<file path="src/inc/tmr_pkg.sv">
// Package: register map, field layout, modes and types of the 8-bit timer/counter
package tmr_pkg;

  // ************************************************************
  // Register map
  // ************************************************************
  localparam logic [7:0] CTRL_OFFSET    = 8'h14;
  localparam logic [7:0] COMPARE_OFFSET = 8'h18;
  localparam logic [7:0] CTRL_RESET     = 8'h00;
  localparam logic [7:0] COMPARE_RESET  = 8'hFF;

  // ************************************************************
  // Control field positions
  // ************************************************************
  localparam int RUN_BIT    = 5;
  localparam int SRC_LSB    = 2;
  localparam int MODE_LSB   = 0;
  localparam int DONT_CARE_LSB = 6;

  // ************************************************************
  // Prescaler and source codes
  // ************************************************************
  localparam int          PRESCALE_BITS = 13;
  localparam int          LOW_DIV_LOG2  = 3;
  localparam logic [2:0]  SRC_LOW       = 3'h0;
  localparam logic [2:0]  SRC_EXT       = 3'h7;
  localparam logic [7:0]  COUNT_ZERO    = 8'h00;
  localparam logic [7:0]  COUNT_MAX     = 8'hFF;
  localparam logic [31:0] UNMAPPED_DATA = 32'h0000_0000;

  // Operating modes
  typedef enum logic [1:0] {
    MODE_TIMER    = 2'h0,
    MODE_RESERVED = 2'h1,
    MODE_DIVIDER  = 2'h2,
    MODE_PWM      = 2'h3
  } mode_type;

  // Control register contents
  typedef struct packed {
    logic       run_enable;
    logic [2:0] source_clock_select;
    mode_type   operating_mode_select;
  } ctrl_type;

  // System-level selects driven by the clock/mode controller
  typedef struct packed {
    logic divider_stage_select;
    logic prescale_halve_select;
    logic low_speed;
    logic stop_entry;
  } sys_type;

  // Board-side outputs
  typedef struct packed {
    logic divider_output_pin;
    logic pwm_output_pin;
    logic match_interrupt;
  } pins_type;

endpackage

</file>
<file path="src/rtl/tick_select.sv">
// Source tick selector: prescaler taps, low-frequency tap and external count input
`timescale 1ns/1ps
`default_nettype none
module tick_select
  import tmr_pkg::*;
(
  // Clock and reset
  input  wire logic              clk,
  input  wire logic              nrst,
  // Selection
  input  wire logic [2:0]        src_sel,
  input  wire tmr_pkg::sys_type  sys,
  input  wire logic              run,
  // Sources
  input  wire logic [PRESCALE_BITS-1:0] prescale,
  input  wire logic              low_freq_tick,
  input  wire logic              count_input_pin,
  // Result
  output logic                   count_tick,
  output logic                   fall_tick
);

  logic [PRESCALE_BITS-1:0] prev_reg;
  logic [PRESCALE_BITS-1:0] prev_next;
  logic                     pin_reg;
  logic                     pin_next;
  logic [LOW_DIV_LOG2-1:0]  low_cnt_reg;
  logic [LOW_DIV_LOG2-1:0]  low_cnt_next;

  // Tap of the prescaler that advances for a given source code
  function automatic int tap_of(input logic [2:0] code, input logic halve);
    int t;
    t = 0;
    case (code)
      3'h0:    t = 11;
      3'h1:    t = 7;
      3'h2:    t = 5;
      3'h3:    t = 3;
      3'h4:    t = 2;
      3'h5:    t = 1;
      default: t = 0;
    endcase
    return t + int'(halve);
  endfunction

  // Tick selection, falling tap bit marks a full divided period
  always_comb begin
    int tp;
    tp = tap_of(src_sel, sys.prescale_halve_select);
    prev_next = prescale;
    pin_next = count_input_pin;
    low_cnt_next = low_cnt_reg + {{(LOW_DIV_LOG2-1){1'b0}}, low_freq_tick};
    count_tick = 1'b0;
    fall_tick = 1'b0;
    if (src_sel == SRC_EXT) begin
      count_tick = count_input_pin & ~pin_reg;
      fall_tick = ~count_input_pin & pin_reg;
    end else if ((sys.divider_stage_select && src_sel == SRC_LOW) || sys.low_speed) begin
      // Low-speed states: of codes 000-110 only code 000 has a source
      if (src_sel == SRC_LOW) begin
        count_tick = low_freq_tick && (&low_cnt_reg);
      end
    end else if (tp == 0) begin
      count_tick = 1'b1;
    end else begin
      count_tick = prev_reg[tp-1] & ~prescale[tp-1];
    end
    if (src_sel != SRC_EXT) begin
      fall_tick = count_tick;
    end
    if (!run) begin
      count_tick = 1'b0;
      fall_tick = 1'b0;
    end
  end

  // Edge and divider history
  always_ff @(posedge clk or negedge nrst) begin
    if (!nrst) begin
      prev_reg <= '0;
      pin_reg <= 1'b0;
      low_cnt_reg <= '0;
    end else begin
      prev_reg <= prev_next;
      pin_reg <= pin_next;
      low_cnt_reg <= low_cnt_next;
    end
  end

endmodule // tick_select
`default_nettype wire

</file>
<file path="src/rtl/timer_counter.sv">
// Top: 8-bit timer/counter with APB register slave and board-side pins
`timescale 1ns/1ps
`default_nettype none
// Contract
// - Four functions: timer, events, divider, PWM
// - Mode 00 timer, 01 reserved, 10 divider, 11 PWM
// - Run 1 starts; 0 stops, clears count
// - Codes 000-110 pick prescaler taps, halve doubles
// - Code 111 counts external input rising edges
// - Stop-state entry clears run enable
// - Control bits 7:6 read don't care
// - Reset: compare FF, control zero
// - Match raises interrupt, clears counter
// - Divider match toggles pin; high when stopped
// - PWM: match low, overflow high plus interrupt
// - PWM compare buffered until period end/start
module timer_counter
  import tmr_pkg::*;
(
  // Clock and reset
  input  wire logic              clk,
  input  wire logic              nrst,
  // APB slave
  input  wire logic              psel,
  input  wire logic              penable,
  input  wire logic              pwrite,
  input  wire logic [7:0]        paddr,
  input  wire logic [31:0]       pwdata,
  output logic                   pready,
  output logic [31:0]            prdata,
  output logic                   pslverr,
  // System selects
  input  wire tmr_pkg::sys_type  sys,
  input  wire logic              low_freq_tick,
  // Board side
  input  wire logic              count_input_pin,
  output tmr_pkg::pins_type      pins
);

  // ************************************************************
  // State
  // ************************************************************
  ctrl_type                 ctrl_reg;
  ctrl_type                 ctrl_next;
  logic [7:0]               compare_reg;
  logic [7:0]               compare_next;
  logic [7:0]               shadow_reg;
  logic [7:0]               shadow_next;
  logic [7:0]               count_reg;
  logic [7:0]               count_next;
  logic                     armed_reg;
  logic                     armed_next;
  logic [PRESCALE_BITS-1:0] prescale_reg;
  logic [PRESCALE_BITS-1:0] prescale_next;
  pins_type                 pins_reg;
  pins_type                 pins_next;
  logic                     pready_reg;
  logic                     pready_next;
  logic [31:0]              prdata_reg;
  logic [31:0]              prdata_next;
  logic                     pslverr_reg;
  logic                     pslverr_next;
  logic                     count_tick;
  logic                     fall_tick;

  // Address decode used by both write and read paths
  function automatic logic hit(input logic [7:0] a, input logic [7:0] off);
    return a == off;
  endfunction

  // ************************************************************
  // Source selection
  // ************************************************************
  tick_select u_tick (
    .clk             (clk),
    .nrst            (nrst),
    .src_sel         (ctrl_reg.source_clock_select),
    .sys             (sys),
    .run             (ctrl_reg.run_enable),
    .prescale        (prescale_reg),
    .low_freq_tick   (low_freq_tick),
    .count_input_pin (count_input_pin),
    .count_tick      (count_tick),
    .fall_tick       (fall_tick)
  );

  // ************************************************************
  // APB slave and registers
  // ************************************************************
  // Zero-wait access; reply registered so outputs come from flops
  always_comb begin
    logic setup;
    logic wr;
    logic rd;
    setup = psel && !penable;
    wr = psel && penable && pwrite && pready_reg;
    rd = setup && !pwrite;
    ctrl_next = ctrl_reg;
    compare_next = compare_reg;
    pready_next = setup;
    prdata_next = prdata_reg;
    pslverr_next = setup && !hit(paddr, CTRL_OFFSET) && !hit(paddr, COMPARE_OFFSET);
    // Write lands at the access edge, where the master samples pready
    if (wr) begin
      if (hit(paddr, CTRL_OFFSET)) begin
        ctrl_next.run_enable = pwdata[RUN_BIT];
        ctrl_next.source_clock_select = pwdata[SRC_LSB +: 3];
        ctrl_next.operating_mode_select = mode_type'(pwdata[MODE_LSB +: 2]);
      end else if (hit(paddr, COMPARE_OFFSET)) begin
        compare_next = pwdata[7:0];
      end
    end
    if (rd) begin
      if (hit(paddr, CTRL_OFFSET)) begin
        prdata_next = {24'h000000, 2'b00, ctrl_reg}; // bits 7:6 read zero
      end else if (hit(paddr, COMPARE_OFFSET)) begin
        prdata_next = {24'h000000, compare_reg};
      end else begin
        prdata_next = UNMAPPED_DATA;
        pslverr_next = 1'b1;
      end
    end
    // Stop entry overrides the run bit of any software write in the same cycle
    if (sys.stop_entry) begin
      ctrl_next.run_enable = 1'b0;
    end
  end

  // ************************************************************
  // Counter core
  // ************************************************************
  always_comb begin
    logic match;
    logic start;
    prescale_next = prescale_reg + {{(PRESCALE_BITS-1){1'b0}}, 1'b1};
    count_next = count_reg;
    shadow_next = shadow_reg;
    armed_next = armed_reg;
    pins_next = pins_reg;
    pins_next.match_interrupt = 1'b0;
    start = ctrl_reg.run_enable && !armed_reg;
    match = 1'b0;
    if (!ctrl_reg.run_enable) begin
      // Stopped: cleared count, idle-high outputs
      count_next = COUNT_ZERO;
      armed_next = 1'b0;
      pins_next.divider_output_pin = 1'b1;
      pins_next.pwm_output_pin = 1'b1;
    end else if (start) begin
      armed_next = 1'b1;
      shadow_next = compare_reg; // load on start
    end else begin
      case (ctrl_reg.operating_mode_select)
        MODE_TIMER, MODE_DIVIDER: begin
          // External source: count on rise, compare on fall
          if (count_tick) begin
            count_next = count_reg + 8'h01;
          end
          if (ctrl_reg.source_clock_select == SRC_EXT) begin
            match = fall_tick && (count_reg == compare_reg);
          end else begin
            match = count_tick && (count_reg + 8'h01 == compare_reg);
          end
          if (match) begin
            count_next = COUNT_ZERO;
            pins_next.match_interrupt = 1'b1;
            if (ctrl_reg.operating_mode_select == MODE_DIVIDER) begin
              pins_next.divider_output_pin = ~pins_reg.divider_output_pin;
            end
          end
        end
        MODE_PWM: begin
          if (count_tick) begin
            count_next = count_reg + 8'h01;
            if (count_reg + 8'h01 == shadow_reg) begin
              pins_next.pwm_output_pin = 1'b0;
            end
            if (count_reg == COUNT_MAX) begin
              pins_next.pwm_output_pin = 1'b1;
              pins_next.match_interrupt = 1'b1;
              shadow_next = compare_reg;
            end
          end
        end
        default: begin
          count_next = count_reg; // reserved mode holds
        end
      endcase
    end
  end

  // Register stage
  always_ff @(posedge clk or negedge nrst) begin
    if (!nrst) begin
      ctrl_reg <= ctrl_type'(CTRL_RESET[5:0]);
      compare_reg <= COMPARE_RESET;
      shadow_reg <= COMPARE_RESET;
      count_reg <= COUNT_ZERO;
      armed_reg <= 1'b0;
      prescale_reg <= '0;
      pins_reg <= 3'b110;
      pready_reg <= 1'b0;
      prdata_reg <= 32'h0000_0000;
      pslverr_reg <= 1'b0;
    end else begin
      ctrl_reg <= ctrl_next;
      compare_reg <= compare_next;
      shadow_reg <= shadow_next;
      count_reg <= count_next;
      armed_reg <= armed_next;
      prescale_reg <= prescale_next;
      pins_reg <= pins_next;
      pready_reg <= pready_next;
      prdata_reg <= prdata_next;
      pslverr_reg <= pslverr_next;
    end
  end

  // Outputs straight from flops
  assign pins = pins_reg;
  assign pready = pready_reg;
  assign prdata = prdata_reg;
  assign pslverr = pslverr_reg;

endmodule // timer_counter
`default_nettype wire

</file>
<file path="config.mk">
export PLATFORM = sky130hd
export DESIGN_NAME = timer_counter
export DESIGN_NICKNAME = d
export VERILOG_FILES = /design/src/inc/tmr_pkg.sv /design/src/rtl/tick_select.sv /design/src/rtl/timer_counter.sv
export SDC_FILE = /design/constraint.sdc
export NUM_CORES = 1
export LEC_CHECK = 0
export BUFFER_PORTS_ARGS = -buffer_cell sky130_fd_sc_hd__buf_2
export CAP_MARGIN = 20
export CORE_MARGIN = 2
export CORE_UTILIZATION = 59
export DETAILED_ROUTE_END_ITERATION = 7
export PLACE_DENSITY_LB_ADDON = 0.25
export SYNTH_ARGS = -nofsm -noshare
export SYNTH_HDL_FRONTEND = slang
export SYNTH_HIERARCHICAL = 1
export SYNTH_SLANG_ARGS = --single-unit
</file>
<file path="constraint.sdc">
create_clock -name clk -period 6.5 [get_ports clk]
set_input_delay 0 -clock clk [delete_from_list [all_inputs] [get_ports clk]]
set_output_delay 0 -clock clk [all_outputs]
set_load 0.01 [all_outputs]
</file>
Word level (Yosys, flattened, before mapping) --
Index checks and enable logic that the tools add are counted.
Cells by class: $add $sub $neg 5, order comparisons 1, equality and inequality tests 24, mux-type cells 50, bitwise operators 8, reductions and logical operators 35
Operator list (number):
- $mux W8 | 10
- $logic_not A32 Y1 | 1
- $lt A32 B6 Y1 const B | 1
- $sub A32 B2 Y32 const B | 1
- $mux W1 | 29
- $eq A8 B8 Y1 | 3
- $pmux W4 S6 | 1
- $eq A8 B5 Y1 const B | 2
- $pmux W8 S2 | 1
- $add A13 B1 Y13 const B | 1
- $logic_and A1 B1 Y1 | 12
- $mux W6 | 2
- $ne A2 B1 Y1 const B | 6
- $reduce_and A4 Y1 | 3
- $reduce_bool A2 Y1 | 5
- $eq A3 B3 Y1 const B | 3
- $add A8 B1 Y8 const B | 1
- $bmux W1 S4 | 2
- $eq A8 B8 Y1 const B | 1
- $eq A3 B2 Y1 const B | 2
- $mux W2 | 3
- $ne A3 B1 Y1 const B | 2
- $reduce_and A2 Y1 | 3
- $reduce_and A3 Y1 | 2
- 15 further kinds | 26
Word-level totals: register bits after elaboration 98, input port bits 51, output and inout bits 37, logic and storage cells 140

Logic depth before layout (Yosys ltp) --
Gate-level depths: netlist (run 1).
depth after elaboration 23, depth in mapped cells 20, mapped depth without buffers 18

Cells and area by module --
The synthesis (run 1) kept the hierarchy.
Modules (own cells, without submodules):
- timer_counter | instances 1, cells each 305, area an instance 3149.3 µm², seq. area each 1448.9 µm²
- tick_select | instances 1, cells each 99, area an instance 1009.7 µm², seq. area each 425.4 µm²

Worst setup path after synthesis (run 1) --
Ideal clock, no wire load.
kind flip-flop to flip-flop, start point register ctrl_reg[4] in the netlist's numbering, end point register count_reg[4], library setup time 0.121 ns, arrival 3.990 ns, required time 6.379 ns, slack 2.389 ns, stages on the path, launching flop included 20, path buffers 2, clock period less this slack 4.111 ns, cells stage by stage dfrtp_1 clkbuf_1 o21ai_0 ha_1 ha_1 inv_1 ha_1 clkbuf_8 nand4b_1 o2111ai_1 nand2_1 nor3_1 a211oi_1 a21oi_1 nand4_1 a2111oi_4 o211ai_2 a21o_2 a31oi_1 o21ai_1
Between the ends: elaborated cells between the ends (all ways) 41, those cells by class 2 x add/sub; 7 x eq/ne; 24 x mux; 2 x bitwise; 6 x reduce/logical
RTL lines:
- from (decl) | line timer_counter.sv:43 | ctrl_type ctrl_reg;
- from (signal assigned) | line timer_counter.sv:195 | ctrl_reg <= ctrl_type'(CTRL_RESET[5:0]);
- from (signal assigned) | line timer_counter.sv:206 | ctrl_reg <= ctrl_next;
- $eq A3 B3 Y1 (tied with other cells) | line tick_select.sv:34 | case (code)
- $pmux W4 S6 | line tick_select.sv:34
- $add A4 B1 Y5 | line tick_select.sv:43 | return t + int'(halve);
- $sub A32 B2 Y32 | line tick_select.sv:66 | count_tick = prev_reg[tp-1] & ~prescale[tp-1];
- $bmux W1 S4 | line tick_select.sv:66
- $mux W1 (not written as such) (2 in series) | line tick_select.sv:66
- $not A1 Y1 | line tick_select.sv:66
- $and A1 B1 Y1 | line tick_select.sv:66
- [4 not listed]
- named net count_tick | line timer_counter.sv:63 | logic count_tick;
- [1 not listed]
- $mux W1 | line timer_counter.sv:159 | if (ctrl_reg.source_clock_select == SRC_EXT) begin
- $mux W1 | line timer_counter.sv:153 | case (ctrl_reg.operating_mode_select)
- $mux W1 | line timer_counter.sv:149 | end else if (start) begin
- $mux W1 | line timer_counter.sv:143 | if (!ctrl_reg.run_enable) begin
- $mux W8 | line timer_counter.sv:164 | if (match) begin
- $pmux W8 S2 * | line timer_counter.sv:153
- $mux W8 * | line timer_counter.sv:149
- $mux W8 * | line timer_counter.sv:143
- to (signal assigned) | line timer_counter.sv:209 | count_reg <= count_next;
- to (decl) | line timer_counter.sv:49 | logic [7:0] count_reg;
The timed path passes the listed nets; every way through them passes the cells marked *. The select of a mux whose other input is x is not followed. A chain may end at the register's enable or synchronous reset.

Worst setup path after layout (run 1) --
start point register ctrl_reg[2] in the netlist's numbering, end point register pins_reg (netlist bit pins[1])
Between the ends: longest elaborated chain between the ends 15, elaborated cells between the ends (all ways) 28, those cells by class 2 x add/sub; 7 x eq/ne; 12 x mux; 2 x bitwise; 5 x reduce/logical
RTL lines:
- $eq A3 B3 Y1 (tied with other cells) | line tick_select.sv:34
- $pmux W4 S6 | line tick_select.sv:34
- $add A4 B1 Y5 | line tick_select.sv:43
- $sub A32 B2 Y32 | line tick_select.sv:66
- $bmux W1 S4 | line tick_select.sv:66
- $mux W1 (not written as such) (2 in series) | line tick_select.sv:66
- $not A1 Y1 | line tick_select.sv:66
- $and A1 B1 Y1 | line tick_select.sv:66
- $mux W1 | line tick_select.sv:63 | end else if (tp == 0) begin
- $mux W1 | line tick_select.sv:58 | end else if ((sys.divider_stage_select && src_sel == SRC_LOW) || sys.low_speed) begin
- $mux W1 * | line tick_select.sv:55 | if (src_sel == SRC_EXT) begin
- $mux W1 * | line tick_select.sv:71 | if (!run) begin
- named net count_tick | line timer_counter.sv:63
- $ne A2 B1 Y1 (no source line) *
- $reduce_and A4 Y1 (no source line) *
- to (signal assigned) | line timer_counter.sv:212 | pins_reg <= pins_next;
- to (decl) | line timer_counter.sv:55 | pins_type pins_reg;
Marks and branches as above.

==> flow_summary.json, run 1 <==
{
  "fp-row-count": 30,
  "die_x_um": 87.96,
  "final_hold_viol_count": 0,
  "gp_congestion": 0.8737,
  "grt_pass1_vias": 3071,
  "post_drt_wl_per_cell_um": 15.56,
  "critPathCaptureType": "flip-flop",
  "drt_pass1_iterations": 5,
  "grt_overflow": 0,
  "rsz0062_at_grt": "no",
  "postCtsSetupRepairBufs": 0,
  "yosysTopAreaCellShare": 0.3369,
  "cts_hold_buf": 16,
  "arrival_ns": 4.87,
  "critical_path_class": "reg2reg",
  "path_buf_inv": 3,
  "die-area_mm2": 0.007737,
  "power.density_mw_per_mm2": 197.8,
  "hpwl_um": 5945,
  "maxSlewViolCount": 0,
  "worst_pin_slew_ns": 0.9036,
  "layout.nets": 515,
  "routed_wl_um": 8669,
  "drtIter0Drc": 149,
  "drive_above_1_share": 0.2430,
  "cp_max_fo": 13,
  "setup-violations-final": 0,
  "cts_max_level": 3,
  "clkLatencyLatePin_ns": 0.36,
  "io_pins": 88,
  "antenna_found_initial": 0,
  "worstPathRequired_ns": 6.73,
  "vdd_ir_drop_max_v": 0.0001646,
  "port_buffers": 39,
  "fin_worst_skew_ns": 0.01099,
  "fin_setup_tns_ns": 0,
  "cts_resized": 0,
  "grt_max_degree": 75,
  "max_freq_mhz": 215.5,
  "cts_tree": "done",
  "use_met3": 0.06032,
  "yosys_warnings": 6,
  "num_antenna_cells": 0,
  "ys_top_cells_by_area": "dfrtp_1, dfstp_2, mux2_2",
  "ant_nets": 0,
  "grt.busiest_layer": "met2",
  "synthCells": 404,
  "cellLeakagePower_nw": 2.040,
  "grt_pass1_wl_um": 14360,
  "setup_ws_ns": 1.859,
  "core-area_mm2": 0.006794,
  "synth_edf_count": 0,
  "cp_common_cell": "ha_1",
  "dp_slack_ns": 1.947,
  "synth_cell_types": 63,
  "gr-usage-all-layers": 0.2428,
  "cp_slowest_cell": "dfrtp_1",
  "cts_buffers": 9,
  "timing.critical_path.cells": "inv_1 > o21ai_0 > ha_1 > ha_1 > inv_1 > ha_1 > nand4b_1 > o2111ai_1 > nand2_1 > nor3_1 > a211oi_1 > a21oi_1 > buf_4 > nand3_1 > a2111oi_0 > nand2_1 > o41ai_1 > o311ai_0",
  "critPathMaxStageDelay_ns": 0.59,
  "synth_area_mm2": 0.004159,
  "vias_per_cell": 5.718,
  "route.detailed.drc": 0,
  "synth_seq_area_share": 0.4507,
  "synthFlopType": "dfrtp_1",
  "start_util": 0.6122,
  "yosysTopAreaCell": "dfrtp_1",
  "max_slew_margin": 0.3976,
  "clock_sinks": 74,
  "clock_path_buffers": 2,
  "syn2layout_area_growth_pct": 11.52,
  "clk_pin_slew_worst_paths_ns": 0.09,
  "use_met2": 0.3871,
  "use_met1": 0.3216,
  "synthArstFlopShare": 1.000,
  "hp-class": "in2reg",
  "status": "finished, final reports clean",
  "clock-root-buffer": "clkbuf_8",
  "min_period_ns": 4.641,
  "fp.dieH_um": 87.96,
  "synth.avg_cell_area_um2": 10.29,
  "vias": 3185,
  "crit_family": "compound AO/OA/AOI/OAI gates",
  "ys_ff_latch": 74,
  "start_kind": "flip-flop",
  "max_cap_viol_count": 0,
  "fin_crit_sh": 0.7140
}
==> cell families (layout without fill, tap and decap cells) <==
| logic type | count (synthesis) | count (layout) | share of synthesized area |
|---|---|---|---|
| muxes | 24 | 24 | 0.06679 |
| buffers and inverters | 64 | 98 | 0.09145 |
| adders and majority gates | 8 | 8 | 0.02407 |
| AOI/OAI and AO/OA | 76 | 76 | 0.1303 |
| and+or+nand+nor | 118 | 118 | 0.1501 |
| xor gates and xnor gates | 39 | 39 | 0.08574 |
| DFF | 74 | 74 | 0.4507 |
| other | 1 | 24 | 0.0009017 |
==> metrics by stage <==
| stage | total power, mW | hold WS, ns | util | cells | instance area (um2) |
|---|---|---|---|---|---|
| after floorplan | 0.5463 | -0.2956 | - | 427 | 4245 |
| after global placement | 0.5647 | 0.1426 | 0.6313 | 525 | 4289 |
| after detailed placement | 0.5690 | 0.1480 | 0.6313 | 525 | 4289 |
| after CTS | 0.9235 | 0.003220 | 0.6827 | 557 | 4638 |
| after global routing | 0.9546 | 0.01958 | 0.6827 | 557 | 4638 |
| final | 0.9176 | 0.01252 | 0.6827 | 557 | 4638 |
==> report_power, final <==
group	total [mW]	internal (mW)	switching, mW
sequential	0.489	0.478	0.0107
combinational	0.0784	0.0331	0.0453
clock	0.351	0.149	0.201
==> routing by layer <==
metal	wire, um	up-vias
li1	-	1483
met1	3794	1560
met2	4291	128
met3	457	14
met4	125	0
met5	0	-
==> worst reg2reg max path, cell delays in order (launching register included) <==
cell and delay (ns):
dfrtp_1 0.59, inv_1 0.18, o21ai_0 0.10, ha_1 0.24, ha_1 0.32, inv_1 0.07, ha_1 0.53, nand4b_1 0.20
o2111ai_1 0.16, nand2_1 0.08, nor3_1 0.21, a211oi_1 0.12, a21oi_1 0.16, buf_4 0.19, nand3_1 0.13, a2111oi_0 0.56
nand2_1 0.10, o41ai_1 0.36, o311ai_0 0.20
==> cell type report <==
| type | instances | area (um2) |
|---|---|---|
| clock buffer | 9 | 123.9 |
| clock inverter | 7 | 65.06 |
| fill | 527 | 2156 |
| inverter | 25 | 93.84 |
| multi-input combinational | 289 | 1991 |
| sequential | 74 | 1874 |
| tap | 96 | 120.1 |
| timing repair buffer | 57 | 370.4 |
==> cell usage in the layout (no fill, tap or decap), drive strengths merged, types with 8 or more instances in the layout <==
cell	n
nand2	34
conb	24
dlygate4sd3	16
a21oi	12
nor2	20
o21ai	22
nor3	11
dfstp	18
dfrtp	56
inv	31
xnor2	25
nand3	17
mux2	20
ha	8
nand4	10
xor2	14
buf	41
clkbuf	9
==> synthesized netlist by cell type, drive strengths merged, types with 2 or more instances <==
library cell	n
dfrtp	56
nand3	17
o211ai	2
o2111ai	2
and2	4
nand4b	2
dfstp	18
clkbuf	7
a211oi	4
ha	8
nor2	20
o221ai	2
or3	5
a22oi	6
xnor2	25
inv	25
a41o	2
nand2b	3
o32ai	5
nand4	10
and2b	2
nand2	34
nor3	11
a31oi	6
buf	32
a21oi	12
nor2b	2
mux2	20
o2bb2ai	3
xor2	14
o311ai	2
nor3b	4
o21ai	22
mux2i	3
a2111oi	2
==> path summary, 6_finish.rpt <==
check,start,end,slack [ns],cells past startpoint
min reg2reg,prescale_reg[12],u_tick/prev_reg[12],0.43,0
min,paddr[2],prdata[6],0.01,4
min in group asynchronous,nrst,u_tick/low_cnt_reg[2],0.38,3
max reg2reg,ctrl_reg[2],pins[1],1.86,18
max,ctrl_reg[2],pins[1],1.86,18
max in group asynchronous,nrst,pslverr,5.52,3
(Power assumes the default switching activity.)
==> run 2, diff against run 1 <==
--- a/config.mk
+++ b/config.mk
@@ -5,10 +5,11 @@
 export SDC_FILE = /design/constraint.sdc
 export NUM_CORES = 1
 export LEC_CHECK = 0
+export ABC_AREA = 1
 export BUFFER_PORTS_ARGS = -buffer_cell sky130_fd_sc_hd__buf_2
 export CAP_MARGIN = 20
 export CORE_MARGIN = 2
-export CORE_UTILIZATION = 59
+export CORE_UTILIZATION = 50
 export DETAILED_ROUTE_END_ITERATION = 7
 export PLACE_DENSITY_LB_ADDON = 0.25
 export SYNTH_ARGS = -nofsm -noshare
==> constraint.sdc (replaced) <==
create_clock -name clk -period 3.9 [get_ports clk]
set_input_delay 0 -clock clk [delete_from_list [all_inputs] [get_ports clk]]
set_output_delay 0 -clock clk [all_outputs]
set_load 0.01 [all_outputs]
==> flow_summary.json, run 2 <==
{
  "status": "finished, final reports clean",
  "clock_sinks": 74,
  "die_x_um": 96.24,
  "critical_path_class": "reg2reg",
  "wl_met3_um": 508,
  "min_period_ns": 3.613,
  "fin_crit_sh": 0.9265,
  "antenna_found_initial": 0,
  "mostFrequentLayoutCells": "nand2_1, inv_1, dfrtp_1, nand3_1, buf_2",
  "io_pins": 88,
  "die-area_mm2": 0.009262,
  "ys_ff_latch": 74,
  "wl_met1_um": 4313,
  "layout_commonest_cell": "nand2_1",
  "start_kind": "flip-flop",
  "critPathCaptureType": "flip-flop",
  "synth_most_common_cell": "nand2_1",
  "cellLeakagePower_nw": 2.355,
  "synthCells": 523,
  "drtIter0Drc": 183,
  "path_buf_inv": 5,
  "clkLatencyLatePin_ns": 0.35,
  "drive_above_1_share": 0.2003,
  "cts_tree": "done",
  "synth_edf_count": 0,
  "gp_congestion": 0.8968,
  "gr-usage-all-layers": 0.2086,
  "synth_seq_area_share": 0.4406,
  "fin_worst_skew_ns": 0.01211,
  "final_hold_viol_count": 0,
  "critPathMaxStageDelay_ns": 0.44,
  "routed_wl_um": 9023,
  "cts_buffers": 9,
  "yosys_warnings": 6,
  "drt_pass1_iterations": 4,
  "synth_cell_types": 37,
  "top_layer_used": "met4",
  "dp_slack_ns": 0.03402,
  "netlist_top_cells_count": "nand2_1, inv_1, dfrtp_1",
  "layout.nets": 643,
  "clk_pin_slew_worst_paths_ns": 0.09,
  "synthFlopType": "dfrtp_1",
  "clock_path_buffers": 2,
  "hpwl_um": 6732,
  "r2r_slack_ns": 0.29,
  "synth.avg_cell_area_um2": 8.134,
  "grt_pass1_wl_um": 14690,
  "ant_nets": 0,
  "start_util": 0.5177,
  "grt_pass1_vias": 3145,
  "synth_area_mm2": 0.004254,
  "synthArstFlopShare": 1.000,
  "vdd_ir_drop_max_v": 0.0001875,
  "max_slew_margin": 0.3544,
  "worstPathRequired_ns": 4.18,
  "route.detailed.drc": 0,
  "synth_top_family_by_area": "simple AND/OR/NAND/NOR gates",
  "synthAdderAreaFrac": 0.02353,
  "port_buffers": 39,
  "cp_slowest_cell": "dfrtp_1",
  "ys_top_cells_by_area": "dfrtp_1, nand2_1, dfstp_2",
  "fin_setup_tns_ns": 0,
  "wl_met2_um": 4037,
  "synth_xor_area_frac": 0.04735,
  "max_freq_mhz": 276.7,
  "hp-class": "in2reg",
  "crit_family": "simple AND/OR/NAND/NOR gates",
  "worst_pin_slew_ns": 0.9684,
  "grt_overflow": 0,
  "setup-violations-final": 0,
  "fin_cells": 694,
  "muxShareOfSynthArea": 0,
  "maxSlewViolCount": 0,
  "yosysTopAreaCell": "dfrtp_1",
  "num_antenna_cells": 0,
  "synth_compound_area_frac": 0.09265,
  "vias_per_cell": 5.026,
  "arrival_ns": 3.89,
  "cp_common_cell": "nand2_1",
  "clock-root-buffer": "clkbuf_8",
  "core-area_mm2": 0.008217,
  "yosysTopAreaCellShare": 0.3294,
  "cp_max_fo": 8,
  "setup_ws_ns": 0.2866,
  "cts_max_level": 3,
  "synth_simple_gate_area_frac": 0.2776,
  "post_drt_wl_per_cell_um": 13.00,
  "grt_max_degree": 44,
  "syn2layout_area_growth_pct": 14.50,
  "power.density_mw_per_mm2": 320.3,
  "fp.dieH_um": 96.24,
  "vias": 3488,
  "place_inst": 662,
  "max_cap_viol_count": 0,
  "fillers": 737,
  "fp-row-count": 33
}
-- run 2: power breakdown --
part | switching (mW) | internal [mW]
clock | 0.317 | 0.307
sequential | 0.0154 | 0.794
combinational | 0.0755 | 0.0514
total | 0.408 | 1.15
-- run 2: per-stage QoR --
stage                 util  cell area, um2  power, mW  hold WS (ns)
global placement    0.5452            4479     0.9320        0.1462
finish              0.5928            4871      1.560       0.06117
global route        0.5928            4871      1.637       0.08086
floorplan                -            4340     0.9066       -0.2956
detailed placement  0.5452            4479     0.9399        0.1519
CTS                 0.5899            4847      1.570       0.05166
-- run 2: worst reg2reg max path, stage by stage, from the launching register on --
cell	delay, ns
dfrtp_1	0.44
inv_2	0.13
o21ai_0	0.11
ha_1	0.21
ha_1	0.29
inv_1	0.06
ha_1	0.38
nand2_1	0.10
inv_1	0.06
o21ai_0	0.07
nand2_1	0.06
inv_1	0.05
nand2_1	0.05
nand3_1	0.09
nand3_1	0.08
nand3_1	0.08
nand2_1	0.11
a21oi_4	0.20
inv_2	0.08
nand2_1	0.08
nand2_1	0.08
nor3_2	0.25
nand3_1	0.10
nor2_1	0.16
nand3_1	0.08
nand2_1	0.06
nand2_1	0.05
-- run 2: logic make-up (layout without fill, tap and decap cells) --
kind of cell / after synthesis / in the layout
adders and majority gates: 8 / 8
AOI/OAI and AO/OA: 65 / 65
buffers and inverters: 105 / 148
other: 1 / 24
and+or+nand+nor: 247 / 247
DFF: 74 / 74
xor gates and xnor gates: 23 / 23
-- run 2: area by class of cell --
cell class / instances / area (um2) / share of cell area
clock buffer: 9 / 123.9 / 0.02543
sequential: 74 / 1874 / 0.3848
multi-input combinational: 367 / 1991 / 0.4087
inverter: 71 / 266.5 / 0.05471
clock inverter: 7 / 83.83 / 0.01721
timing repair buffer: 61 / 400.4 / 0.08220
tap: 105 / 131.4 / 0.02697
-- run 2: what timing repair did --
item | 4_1_cts | 5_1_grt
endpoints found under the hold margin | 49 | 0
gates resized for setup | 0 | 5
endpoints found under the setup margin | 0 | 19
buffers inserted | 0 | 0
hold buffers | 16 | 0
-- run 2: layer usage --
metal / GRT usage / up-vias
met5: 0 / -
met4: 0.08452 / 0
met3: 0.03367 / 16
met2: 0.3252 / 113
met1: 0.2894 / 1605
li1: - / 1754
-- run 2: final timing paths --
path | start | to | depth (start not counted)
max in group asynchronous | nrst | pins[2] | 3
min in group asynchronous | nrst | u_tick/low_cnt_reg[1] | 2
setup reg to reg | ctrl_reg[2] | pins[1] | 26
setup / recovery | ctrl_reg[2] | pins[1] | 26
hold / removal | pwrite | prdata[3] | 4
hold reg to reg | prescale_reg[4] | u_tick/prev_reg[4] | 0
